File: src/sea_pkg.sv
// Shared constants and types for the serial memory autoload block.
// Assumes a three-wire serial memory with 16-bit words and 6-bit word addresses.
package sea_pkg;

   // Word and frame layout
   localparam int unsigned WORD_W      = 16;
   localparam int unsigned ADDR_W      = 6;
   localparam int unsigned FRAME_W     = 1 + 2 + ADDR_W + WORD_W;
   localparam int unsigned CMD_BITS    = 1 + 2 + ADDR_W;
   localparam logic [4:0]  LAST_BIT_CMD  = 5'h08;
   localparam logic [4:0]  LAST_BIT_DATA = 5'h18;

   // Command codes
   localparam logic [1:0]  CODE_READ   = 2'h2;
   localparam logic [1:0]  CODE_WRITE  = 2'h1;
   localparam logic [3:0]  CODE_WREN   = 4'h3;
   localparam logic [3:0]  CODE_WRDIS  = 4'h0;
   localparam logic        START_BIT   = 1'b1;

   // Word indices
   localparam logic [5:0]  IDX_SIGNATURE    = 6'h00;
   localparam logic [5:0]  IDX_FIRST_LOAD   = 6'h01;
   localparam logic [5:0]  IDX_HW_ADDR_0    = 6'h01;
   localparam logic [5:0]  IDX_NET_ADDR_HI  = 6'h11;
   localparam logic [5:0]  IDX_NET_ADDR_LO  = 6'h12;
   localparam logic [5:0]  IDX_COMM_0       = 6'h24;
   localparam logic [5:0]  IDX_LAST_LOAD    = 6'h27;
   localparam logic [5:0]  IDX_PROTECT_LAST = 6'h10;

   // Timing; gap and poll limit counted in serial clock half periods
   localparam logic [1:0]  GAP_TICKS   = 2'h2;
   localparam int unsigned DIV_W       = 8;
   localparam logic [7:0]  DIV_RESET   = 8'h18;
   localparam logic [15:0] POLL_LIMIT  = 16'hc350;

   // Buffering
   localparam int unsigned FIFO_DEPTH  = 8;

   typedef enum logic [2:0] {
      ST_BOOT,
      ST_IDLE,
      ST_GAP,
      ST_SHIFT,
      ST_POLL_GAP,
      ST_POLL
   } sea_state_e;

   typedef enum logic [1:0] {
      OP_READ,
      OP_WREN,
      OP_WRITE,
      OP_WRDIS
   } sea_op_e;

endpackage
File: src/sea_clkdiv.sv
// Divider giving one-cycle tick pulses, each a half period of the serial clock.
// Assumes the divide value is held steady while a transfer runs.
`timescale 1ns/100ps
`default_nettype none
module sea_clkdiv #(
   parameter int unsigned DW = sea_pkg::DIV_W
) (
   // Clock and reset
   input  wire logic          i_clk,
   input  wire logic          i_rst,
   // Divide value: tick every (div + 1) clocks
   input  wire logic [DW-1:0] i_div,
   output logic               o_tick
);
   typedef struct packed {
      logic [DW-1:0] cnt;
      logic          tick;
   } sea_div_s;

   sea_div_s s_r;
   sea_div_s s_nxt;

   assign o_tick = s_r.tick;

   always_comb
   begin
      s_nxt      = s_r;
      s_nxt.tick = 1'b0;
      if (s_r.cnt >= i_div)
      begin
         s_nxt.cnt  = '0;
         s_nxt.tick = 1'b1;
      end
      else
         s_nxt.cnt = s_r.cnt + 1'b1;
   end

   always_ff @(posedge i_clk or posedge i_rst)
   begin
      if (i_rst)
         s_r <= '0;
      else
         s_r <= s_nxt;
   end
endmodule // sea_clkdiv
`default_nettype wire

File: src/sea_fifo.sv
// Small synchronous FIFO carrying loaded words toward the register file.
// Assumes one clock; both sides use valid/ready, a word moves when both are high.
`timescale 1ns/100ps
`default_nettype none
module sea_fifo #(
   parameter int unsigned W     = 22,
   parameter int unsigned DEPTH = sea_pkg::FIFO_DEPTH
) (
   // Clock and reset
   input  wire logic         i_clk,
   input  wire logic         i_rst,
   // Fill side
   input  wire logic         i_in_valid,
   input  wire logic [W-1:0] i_in_data,
   output logic              o_in_ready,
   // Drain side
   output logic              o_out_valid,
   output logic [W-1:0]      o_out_data,
   input  wire logic         i_out_ready
);
   localparam int unsigned PW = $clog2(DEPTH);

   typedef struct packed {
      logic [DEPTH-1:0][W-1:0] mem;
      logic [PW:0]             wr;
      logic [PW:0]             rd;
   } sea_fifo_s;

   sea_fifo_s s_r;
   sea_fifo_s s_nxt;
   logic      full;
   logic      empty;

   // Pointers carry one extra wrap bit so full and empty are exact
   assign empty       = (s_r.wr == s_r.rd);
   assign full        = (s_r.wr[PW-1:0] == s_r.rd[PW-1:0]) && (s_r.wr[PW] != s_r.rd[PW]);
   assign o_in_ready  = !full;
   assign o_out_valid = !empty;
   assign o_out_data  = s_r.mem[s_r.rd[PW-1:0]];

   always_comb
   begin
      s_nxt = s_r;
      if (i_in_valid && !full)
      begin
         s_nxt.mem[s_r.wr[PW-1:0]] = i_in_data;
         s_nxt.wr = s_r.wr + 1'b1;
      end
      if (i_out_ready && !empty)
      begin
         s_nxt.rd = s_r.rd + 1'b1;
      end
   end

   always_ff @(posedge i_clk or posedge i_rst)
   begin
      if (i_rst)
         s_r <= '0;
      else
         s_r <= s_nxt;
   end
endmodule // sea_fifo
`default_nettype wire

File: src/sea_loader.sv
// Master for a three-wire serial memory: autoload after reset, plus guarded word writes.
// Assumes the data-in line has a pull-up and that the register file drains the word stream.
`timescale 1ns/100ps
`default_nettype none
// How it works
// - Every read or write frame moves one whole 16-bit word per addressed index; enable and disable frames carry no word.
// - After reset, words from index 01h onward are copied out to configuration registers.
// - Index 00h holds the signature; a mismatch marks the memory absent, no further access.
// - Network writes to indices 00h through 10h are always refused.
// - Commands: read 10, write enable 0011, write 01, write disable 0000.
// - Undriven data-in reads as one because of its pull-up.
// - Select and data-out change only while serial clock is low; data-in sampled rising.
// - After command and address of a read, the word is shifted in serially.
// - A write enable frame always precedes the write frame.
// - After write data, select drops once, rises again, and data-in is watched.
// - Write ends once data-in is seen high or the poll limit is reached.
// - A write disable frame follows every finished write.
// - Autoload starts at reset with the word at address 0.
// - Matching signature: successive words are read and each handed to its register.
// - Missing memory or bad signature stops the autoload and loads nothing.
// - Hardware address words come from indices 01h to 03h in order.
// - Network address high at 11h, low at 12h, then netmask and gateway pairs.
// - Indices 24h to 27h hold the four communication setting words in order.
// - Serial clock is the system clock divided by twice (memory clock divider field + 1).
module sea_loader #(
   parameter logic [15:0] SIGNATURE  = 16'h5a3c, // Arbitrary value
   parameter logic [5:0]  LAST_LOAD  = sea_pkg::IDX_LAST_LOAD,
   parameter logic [15:0] POLL_LIMIT = sea_pkg::POLL_LIMIT
) (
   // Clock and reset
   input  wire logic        I_CLK,
   input  wire logic        I_RST,
   // Memory clock divider field of the general control register
   input  wire logic [7:0]  I_MEM_CLOCK_DIVIDER,
   // Serial memory pins
   output logic             O_MEMORY_SERIAL_CLOCK,
   output logic             O_MEMORY_SELECT,
   output logic             O_MEMORY_DATA_OUT,
   input  wire logic        I_MEMORY_DATA_IN,
   // Network rewrite requests
   input  wire logic        I_WR_VALID,
   input  wire logic [5:0]  I_WR_INDEX,
   input  wire logic [15:0] I_WR_DATA,
   output logic             O_WR_READY,
   output logic             O_WR_REFUSED,
   output logic             O_WR_DONE,
   output logic             O_WR_TIMEOUT,
   // Loaded configuration words
   output logic             O_CFG_VALID,
   output logic [5:0]       O_CFG_INDEX,
   output logic [15:0]      O_CFG_DATA,
   input  wire logic        I_CFG_READY,
   // Status
   output logic             O_LOAD_DONE,
   output logic             O_MEMORY_ABSENT
);
   typedef struct packed {
      sea_pkg::sea_state_e st;
      sea_pkg::sea_op_e    op;
      logic                sk;
      logic                cs;
      logic                dout;
      logic [24:0]         sh;
      logic [4:0]          last;
      logic [4:0]          cnt;
      logic [15:0]         pcnt;
      logic [15:0]         rx;
      logic [5:0]          idx;
      logic [15:0]         wdata;
      logic                loaded;
      logic                absent;
      logic                refused;
      logic                done;
      logic                tmo;
   } sea_loader_s;

   sea_loader_s s_r;
   sea_loader_s s_nxt;
   logic        tick;
   logic        push;
   logic        fifo_in_ready;
   logic [24:0] frame;
   logic [4:0]  frame_last;

   sea_clkdiv #(
      .DW     (sea_pkg::DIV_W)
   ) u_div (
      .i_clk  (I_CLK),
      .i_rst  (I_RST),
      .i_div  (I_MEM_CLOCK_DIVIDER),
      .o_tick (tick)
   );

   // Each loaded word leaves with its index so the register file maps it
   sea_fifo #(
      .W           (22),
      .DEPTH       (sea_pkg::FIFO_DEPTH)
   ) u_fifo (
      .i_clk       (I_CLK),
      .i_rst       (I_RST),
      .i_in_valid  (push),
      .i_in_data   ({s_r.idx, s_r.rx}),
      .o_in_ready  (fifo_in_ready),
      .o_out_valid (O_CFG_VALID),
      .o_out_data  ({O_CFG_INDEX, O_CFG_DATA}),
      .i_out_ready (I_CFG_READY)
   );

   // Frame image, shifted out MSB first
   always_comb
   begin
      frame      = '0;
      frame_last = sea_pkg::LAST_BIT_DATA;
      case (s_r.op)
         sea_pkg::OP_READ:
            frame = {sea_pkg::START_BIT, sea_pkg::CODE_READ, s_r.idx, 16'h0000};
         sea_pkg::OP_WRITE:
            frame = {sea_pkg::START_BIT, sea_pkg::CODE_WRITE, s_r.idx, s_r.wdata};
         sea_pkg::OP_WREN:
         begin
            frame      = {sea_pkg::START_BIT, sea_pkg::CODE_WREN, 20'h00000};
            frame_last = sea_pkg::LAST_BIT_CMD;
         end
         sea_pkg::OP_WRDIS:
         begin
            frame      = {sea_pkg::START_BIT, sea_pkg::CODE_WRDIS, 20'h00000};
            frame_last = sea_pkg::LAST_BIT_CMD;
         end
         default:
            frame = '0;
      endcase
   end

   always_comb
   begin
      s_nxt         = s_r;
      s_nxt.refused = 1'b0;
      s_nxt.done    = 1'b0;
      s_nxt.tmo     = 1'b0;
      push          = 1'b0;
      case (s_r.st)
         sea_pkg::ST_BOOT:
         begin
            s_nxt.op  = sea_pkg::OP_READ;
            s_nxt.idx = sea_pkg::IDX_SIGNATURE;
            s_nxt.cnt = '0;
            s_nxt.st  = sea_pkg::ST_GAP;
         end
         sea_pkg::ST_IDLE:
         begin
            if (I_WR_VALID)
            begin
               // An absent memory takes no access at all
               if (s_r.absent || (I_WR_INDEX <= sea_pkg::IDX_PROTECT_LAST))
                  s_nxt.refused = 1'b1;
               else
               begin
                  s_nxt.idx   = I_WR_INDEX;
                  s_nxt.wdata = I_WR_DATA;
                  s_nxt.op    = sea_pkg::OP_WREN;
                  s_nxt.cnt   = '0;
                  s_nxt.st    = sea_pkg::ST_GAP;
               end
            end
         end
         sea_pkg::ST_GAP:
         begin
            // Select stays low for a full serial clock period; reads also wait for FIFO room
            if (tick)
            begin
               if (s_r.cnt[1:0] != (sea_pkg::GAP_TICKS - 2'h1))
                  s_nxt.cnt = s_r.cnt + 5'h01;
               else if ((s_r.op != sea_pkg::OP_READ) || fifo_in_ready)
               begin
                  s_nxt.cs   = 1'b1;
                  s_nxt.sh   = frame;
                  s_nxt.dout = frame[24];
                  s_nxt.last = frame_last;
                  s_nxt.cnt  = '0;
                  s_nxt.st   = sea_pkg::ST_SHIFT;
               end
            end
         end
         sea_pkg::ST_SHIFT:
         begin
            if (tick && !s_r.sk)
            begin
               s_nxt.sk = 1'b1;
               s_nxt.rx = {s_r.rx[14:0], I_MEMORY_DATA_IN};
            end
            else if (tick)
            begin
               s_nxt.sk = 1'b0;
               if (s_r.cnt != s_r.last)
               begin
                  s_nxt.cnt  = s_r.cnt + 5'h01;
                  s_nxt.sh   = {s_r.sh[23:0], 1'b0};
                  s_nxt.dout = s_r.sh[23];
               end
               else
               begin
                  s_nxt.cs   = 1'b0;
                  s_nxt.dout = 1'b0;
                  s_nxt.cnt  = '0;
                  case (s_r.op)
                     sea_pkg::OP_READ:
                     begin
                        if (s_r.idx == sea_pkg::IDX_SIGNATURE)
                        begin
                           // No memory leaves the line pulled high, so all ones never matches
                           if (s_r.rx == SIGNATURE)
                           begin
                              s_nxt.idx = sea_pkg::IDX_FIRST_LOAD;
                              s_nxt.st  = sea_pkg::ST_GAP;
                           end
                           else
                           begin
                              s_nxt.absent = 1'b1;
                              s_nxt.st     = sea_pkg::ST_IDLE;
                           end
                        end
                        else
                        begin
                           push = 1'b1;
                           if (s_r.idx == LAST_LOAD)
                           begin
                              s_nxt.loaded = 1'b1;
                              s_nxt.st     = sea_pkg::ST_IDLE;
                           end
                           else
                           begin
                              s_nxt.idx = s_r.idx + 6'h01;
                              s_nxt.st  = sea_pkg::ST_GAP;
                           end
                        end
                     end
                     sea_pkg::OP_WREN:
                     begin
                        s_nxt.op = sea_pkg::OP_WRITE;
                        s_nxt.st = sea_pkg::ST_GAP;
                     end
                     sea_pkg::OP_WRITE:
                        s_nxt.st = sea_pkg::ST_POLL_GAP;
                     sea_pkg::OP_WRDIS:
                     begin
                        s_nxt.done = 1'b1;
                        s_nxt.st   = sea_pkg::ST_IDLE;
                     end
                     default:
                        s_nxt.st = sea_pkg::ST_IDLE;
                  endcase
               end
            end
         end
         sea_pkg::ST_POLL_GAP:
         begin
            if (tick)
            begin
               s_nxt.cs   = 1'b1;
               s_nxt.pcnt = '0;
               s_nxt.st   = sea_pkg::ST_POLL;
            end
         end
         sea_pkg::ST_POLL:
         begin
            // A stuck-low line would hang the block, so the wait is bounded
            if (tick)
            begin
               if (I_MEMORY_DATA_IN || (s_r.pcnt == POLL_LIMIT))
               begin
                  s_nxt.tmo = !I_MEMORY_DATA_IN;
                  s_nxt.cs  = 1'b0;
                  s_nxt.op  = sea_pkg::OP_WRDIS;
                  s_nxt.cnt = '0;
                  s_nxt.st  = sea_pkg::ST_GAP;
               end
               else
                  s_nxt.pcnt = s_r.pcnt + 16'h0001;
            end
         end
         default:
            s_nxt.st = sea_pkg::ST_IDLE;
      endcase
   end

   always_ff @(posedge I_CLK or posedge I_RST)
   begin
      if (I_RST)
         s_r <= '0;
      else
         s_r <= s_nxt;
   end

   assign O_MEMORY_SERIAL_CLOCK = s_r.sk;
   assign O_MEMORY_SELECT       = s_r.cs;
   assign O_MEMORY_DATA_OUT     = s_r.dout;
   assign O_WR_READY            = (s_r.st == sea_pkg::ST_IDLE);
   assign O_WR_REFUSED          = s_r.refused;
   assign O_WR_DONE             = s_r.done;
   assign O_WR_TIMEOUT          = s_r.tmo;
   assign O_LOAD_DONE           = s_r.loaded;
   assign O_MEMORY_ABSENT       = s_r.absent;
endmodule // sea_loader
`default_nettype wire

File: config.mk
export PLATFORM = sky130hd
export DESIGN_NAME = sea_loader
export DESIGN_NICKNAME = d
export VERILOG_FILES = /design/src/sea_pkg.sv /design/src/sea_clkdiv.sv /design/src/sea_fifo.sv /design/src/sea_loader.sv
export SDC_FILE = /design/constraint.sdc
export NUM_CORES = 1
export LEC_CHECK = 0
export CAP_MARGIN = 20
export CORE_MARGIN = 5
export CORE_UTILIZATION = 50
export CTS_CLUSTER_DIAMETER = 50
export DETAILED_ROUTE_END_ITERATION = 8
export DONT_BUFFER_PORTS = 1
export GPL_ROUTABILITY_DRIVEN = 0
export PLACE_DENSITY = 0.74
export REMOVE_ABC_BUFFERS = 1
export SETUP_SLACK_MARGIN = 0.05
export SYNTH_ARGS = -nofsm -noshare
export SYNTH_HDL_FRONTEND = slang
export SYNTH_SLANG_ARGS = --single-unit
File: constraint.sdc
create_clock -name I_CLK -period 12.2 [get_ports I_CLK]
set_input_delay 1.22 -clock I_CLK [delete_from_list [all_inputs] [get_ports I_CLK]]
set_output_delay 1.22 -clock I_CLK [all_outputs]
set_load 0.02 [all_outputs]
# Word-level counts from Yosys, hierarchy flattened
# Cells that the tools add are included.
dict set report op_classes {
  n_bitwise 6
  n_lt_le_gt_ge 5
  reduce_logical 38
  shift 0
  n_mul 0
  eq_ne 34
  div 0
  n_mux 79
  addsub 6
}
# cell count
set ops {}
lappend ops {{$bwmux W176} 1}
lappend ops {{$pmux W25 S4} 1}
lappend ops {{$mux W22} 4}
lappend ops {{$mux W37} 2}
lappend ops {{$mux W5} 14}
lappend ops {{$bmux W22 S3} 1}
lappend ops {{$demux W22 S3} 1}
lappend ops {{$pmux W26 S2} 1}
lappend ops {{$mux W6} 7}
lappend ops {{$mux W33} 1}
lappend ops {{$mux W16} 2}
lappend ops {{$mux W32} 1}
lappend ops {{$pmux W16 S2} 1}
lappend ops {{$mux W27} 1}
lappend ops {{$reduce_and A9 Y1} 3}
lappend ops {{$mux W25} 1}
lappend ops {{$pmux W5 S5} 1}
lappend ops {{$mux W1} 24}
lappend ops {{$mux W21} 1}
lappend ops {{$reduce_and A7 Y1} 3}
lappend ops {{$ne A2 B2 Y1 const B} 9}
lappend ops {{$pmux W3 S6} 1}
lappend ops {{$pmux W6 S3} 1}
lappend ops {{$add A16 B1 Y16 const B} 1}
lappend ops {{46 further kinds} 85}
dict set report totals {
  out_inout_bits 32
  ram_bits 0
  input_bits 35
  mem_bits_ro 0
  n_memories 0
  latchBits 0
  word_cells 197
  reg_bits 294
}

# Depth between registers and ports, before layout
dict set report logic_depth {
  ltp_word 8
  ltp_mapped 10
  ltp_nobuf 8
}

# Modules after synthesis
# Synthesis repeated with hierarchy kept, for this count alone.
dict set report unflattened {
  cells_unflattened 1036
  hier_area_um2 14146.1
}
# mod cells_each area_each_um2 instances seq_area_each_um2
set by_module_without_submodules {}
lappend by_module_without_submodules {sea_fifo 501 8567.0 1 4604.4}
lappend by_module_without_submodules {sea_loader 479 4994.8 1 2452.4}
lappend by_module_without_submodules {sea_clkdiv 56 584.3 1 225.2}

# Least setup slack after synthesis
# OpenSTA, ideal clock, no wires.
dict set report synth_path {
  kind {register to output}
  from {reg u_fifo.s_r[0] (netlist bit)}
  to {out O_CFG_DATA[10]}
  slack_ps 8937
  n_path_buf 2
  arrival_ps 2043
  required_time_ps 10980
  stages_incl_launch_ff 5
  path_cell_list {dfrtp_1 -> buf_2 -> buf_1 -> mux4_2 -> mux2_2}
}
dict set report synth_via {
  elab_chain_len 2
}
# element line
set synth_rtl {}
lappend synth_rtl {{start: declaration} sea_fifo.sv:29} ;# sea_fifo_s s_r;
lappend synth_rtl {{start signal: assignment} sea_fifo.sv:60} ;# s_r <= s_nxt;
lappend synth_rtl {{$bmux W22 S3} sea_fifo.sv:39} ;# assign o_out_data = s_r.mem[s_r.rd[PW-1:0]];
lappend synth_rtl {{$mux W22 (implied by the code)} sea_fifo.sv:39}
lappend synth_rtl {{end: declaration} sea_loader.sv:51} ;# output logic [15:0] O_CFG_DATA,
# Every way passes these cells. The select of a mux whose other input is x is not followed.

# Worst setup path in the final report
dict set report layout_path {
  from {reg u_fifo.s_r[0] (netlist bit)}
  to {out O_CFG_INDEX[2]}
}
dict set report layout_via {
  elab_chain_len 2
}
# element line
set layout_rtl {}
lappend layout_rtl {{$bmux W22 S3} sea_fifo.sv:39}
lappend layout_rtl {{$mux W22 (implied by the code)} sea_fifo.sv:39}
lappend layout_rtl {{end: declaration} sea_loader.sv:50} ;# output logic [5:0] O_CFG_INDEX,
# Every way passes these cells. The select of a mux whose other input is x is not followed.

==> reports/qor.csv <==
metric;value;unit
hpwlAfterDp;17900;um
drc;0;
cpPeakStageDelay;0.71;ns
final_util;55.8;%
yosys.area.top_type;dfrtp_1;
final_nets;1085;
synthTopCellsByCount;dfrtp_1, mux2_2, nor2_1;
rsz0062_at_grt;no;
path_buf_inv;1;
crit_slowest_cell;buf_4;
setup_violations;0;
ys_seq_area_share;52.7;%
rr_startpoint;s_r[99];
startpoint;u_fifo.s_r[0];
async_flop_share;100;%
cts_resized;0;
synth-edff-count;0;
clock-sinks;291;
tritoncts;yes;
grt_pass1_vias;8521;
dpl_cell_area;14100;um2
synth.area.top_cells;dfrtp_1, mux2_2, mux4_2;
die_w;176;um
p_leak;7.09;nW
insertion_delay;0.57;ns
drive_gt1_share;35.1;%
cts_setup_buffers;0;
multi_input_area;6100;um2
syn2layout_area_growth;9.43;%
power_frac_seq;44.2;%
finalMaxSlewViolations;0;
die_area;31000;um2
worstPathCellList;buf_4, mux4_2, mux2_2;
num_vias;8366;
syn_area;13800;um2
grt_start_max_net_pins;143;
stdcell_count;1424;
status;finished, final reports clean;
p_int;0.00183;W
drtPass1Iterations;4;
seq_area;7280;um2
synthMostInstantiatedCell;dfrtp_1;
drt_iter0_drc;601;
start_kind;flop;
wire_per_inst;20.1;um
die_h;176;um
initial_core_util;51.0;%
drt-total-wl;28600;um
relSlewSlack;32.0;%
crit_arrival;2.60;ns
worst_pin_slew;1.02;ns
place_inst;1367;
cts.clk_slew.worst_paths;0.06;ns
critPathKind;reg -> out;
ctsHoldBuffers;0;
antenna_cells;0;
synth_cell_types;65;
io_buffers;0;
fin_crit_sh;31.3;%
endpoint_kind;output pin;
vias_per_cell;5.88;
cts-root-buf;clkbuf_16;
fin_area;15100;um2
htree_levels;1;
synth_top_area_share;52.7;%
maxCapViolations;0;
synth_seq_cells;291;
fin_setup_tns;0;ns
fmax;0.262;GHz
core;27100;um2
synth_area_per_cell;13.0;um2
path_max_fanout;48;
antenna_left;0;
cp_top_family;multiplexers;
num_rows;60;
syn_inst;1060;
required;10.98;ns
hold_ws;0.485;ns
pwr_density_cell;177;nW/um2
p_sw_share;31.3;%
final.fill_count;2163;
clockPowerShare;34.7;%
hp-start;u_fifo.s_r[7];
pwr-share-comb;21.1;%
cts_made_buffers;31;
grt-ovfl-total;0;
ys_warn_count;0;
grt_pass1_wl;47000;um
period_minus_slack;3.82;ns
clock_skew;0.0174;ns
io_pins;67;
hold_path.class;reg -> reg;
clockBufferDepth;3;
hold_viol_final;0;
p_sw;0.000836;W
track_usage;18.4;%
antenna_found_initial;0;
ys.flop_type;dfrtp_1;
vdd_ir_drop_max;101;uV
area by class of cell:
class | count | share of cell area, %
clock buffer | 40 | 5.69
clock inverter | 16 | 1.07
inverter | 25 | 0.671
multi-input combinational | 663 | 40.4
sequential | 291 | 48.2
tap | 372 | 3.08
timing repair buffer | 17 | 0.927
per-layer routing:
metal	share of wire, %	track usage (%)
met1	45	26.2
met2	48	29.8
met3	4.5	3.36
met4	2.0	4.52
met5	0	0
state kept, by name, indices dropped and copies added, names as in the netlist:
signal                 cells
u_fifo.s_r               184
s_r                       90
u_div.s_r                  8
O_LOAD_DONE                1
O_MEMORY_ABSENT            1
O_MEMORY_DATA_OUT          1
O_MEMORY_SELECT            1
O_MEMORY_SERIAL_CLOCK      1
O_WR_DONE                  1
O_WR_REFUSED               1
O_WR_TIMEOUT               1
u_div.o_tick               1
through the flow:
step | setup slack [ns] | total power, W
5_1_grt | 8.22 | 0.00281
2_1_floorplan | 2.95 | 0.00160
3_3_place_gp | 8.95 | 0.00174
6_report | 8.38 | 0.00267
4_1_cts | 8.31 | 0.00270
3_5_place_dp | 8.90 | 0.00176
cell families (layout without fill, tap and decap cells):
family                     Yosys count  in the layout  synth area share, %
AOI/OAI and AO/OA                  122            122                 5.86
xor gates and xnor gates            26             26                 1.65
adders and majority gates           21             21                 1.90
DFF                                291            291                 52.7
muxes                              282            282                 26.5
buffers and inverters              106             98                 3.22
and+or+nand+nor                    212            212                 8.08
layout by cell type (no fill, tap or decap), drive strengths merged, types with 10 or more instances in the layout:
cell type / instances
nand2: 34
a21oi: 37
inv: 28
nand2b: 11
o21ai: 24
xnor2: 17
nor3: 13
clkinv: 10
ha: 21
a22oi: 21
dfrtp: 291
nand4: 10
mux4: 44
nand3: 23
mux2: 234
buf: 17
clkbuf: 40
nor2: 67
final timing paths:
path	to	slack, ns	cells after the start
min in group asynchronous	s_r[58]	0.70	1
min reg2reg	u_fifo.s_r[7]	0.49	1
max	O_CFG_INDEX[2]	8.38	3
max reg2reg	u_fifo.s_r[21]	8.84	7
min	u_fifo.s_r[7]	0.49	1
max in group asynchronous	s_r[10]	10.07	2
power by group through the flow:
stage	registers, W	clock network [W]	logic [W]
after detailed placement	0.00120	0	0.000564
after global placement	0.00119	0	0.000549
after global routing	0.00119	0.000990	0.000625
after floorplan	0.00122	0	0.000377
after CTS	0.00118	0.000950	0.000568
final	0.00118	0.000926	0.000563
Power figures use the tool's default switching activity.
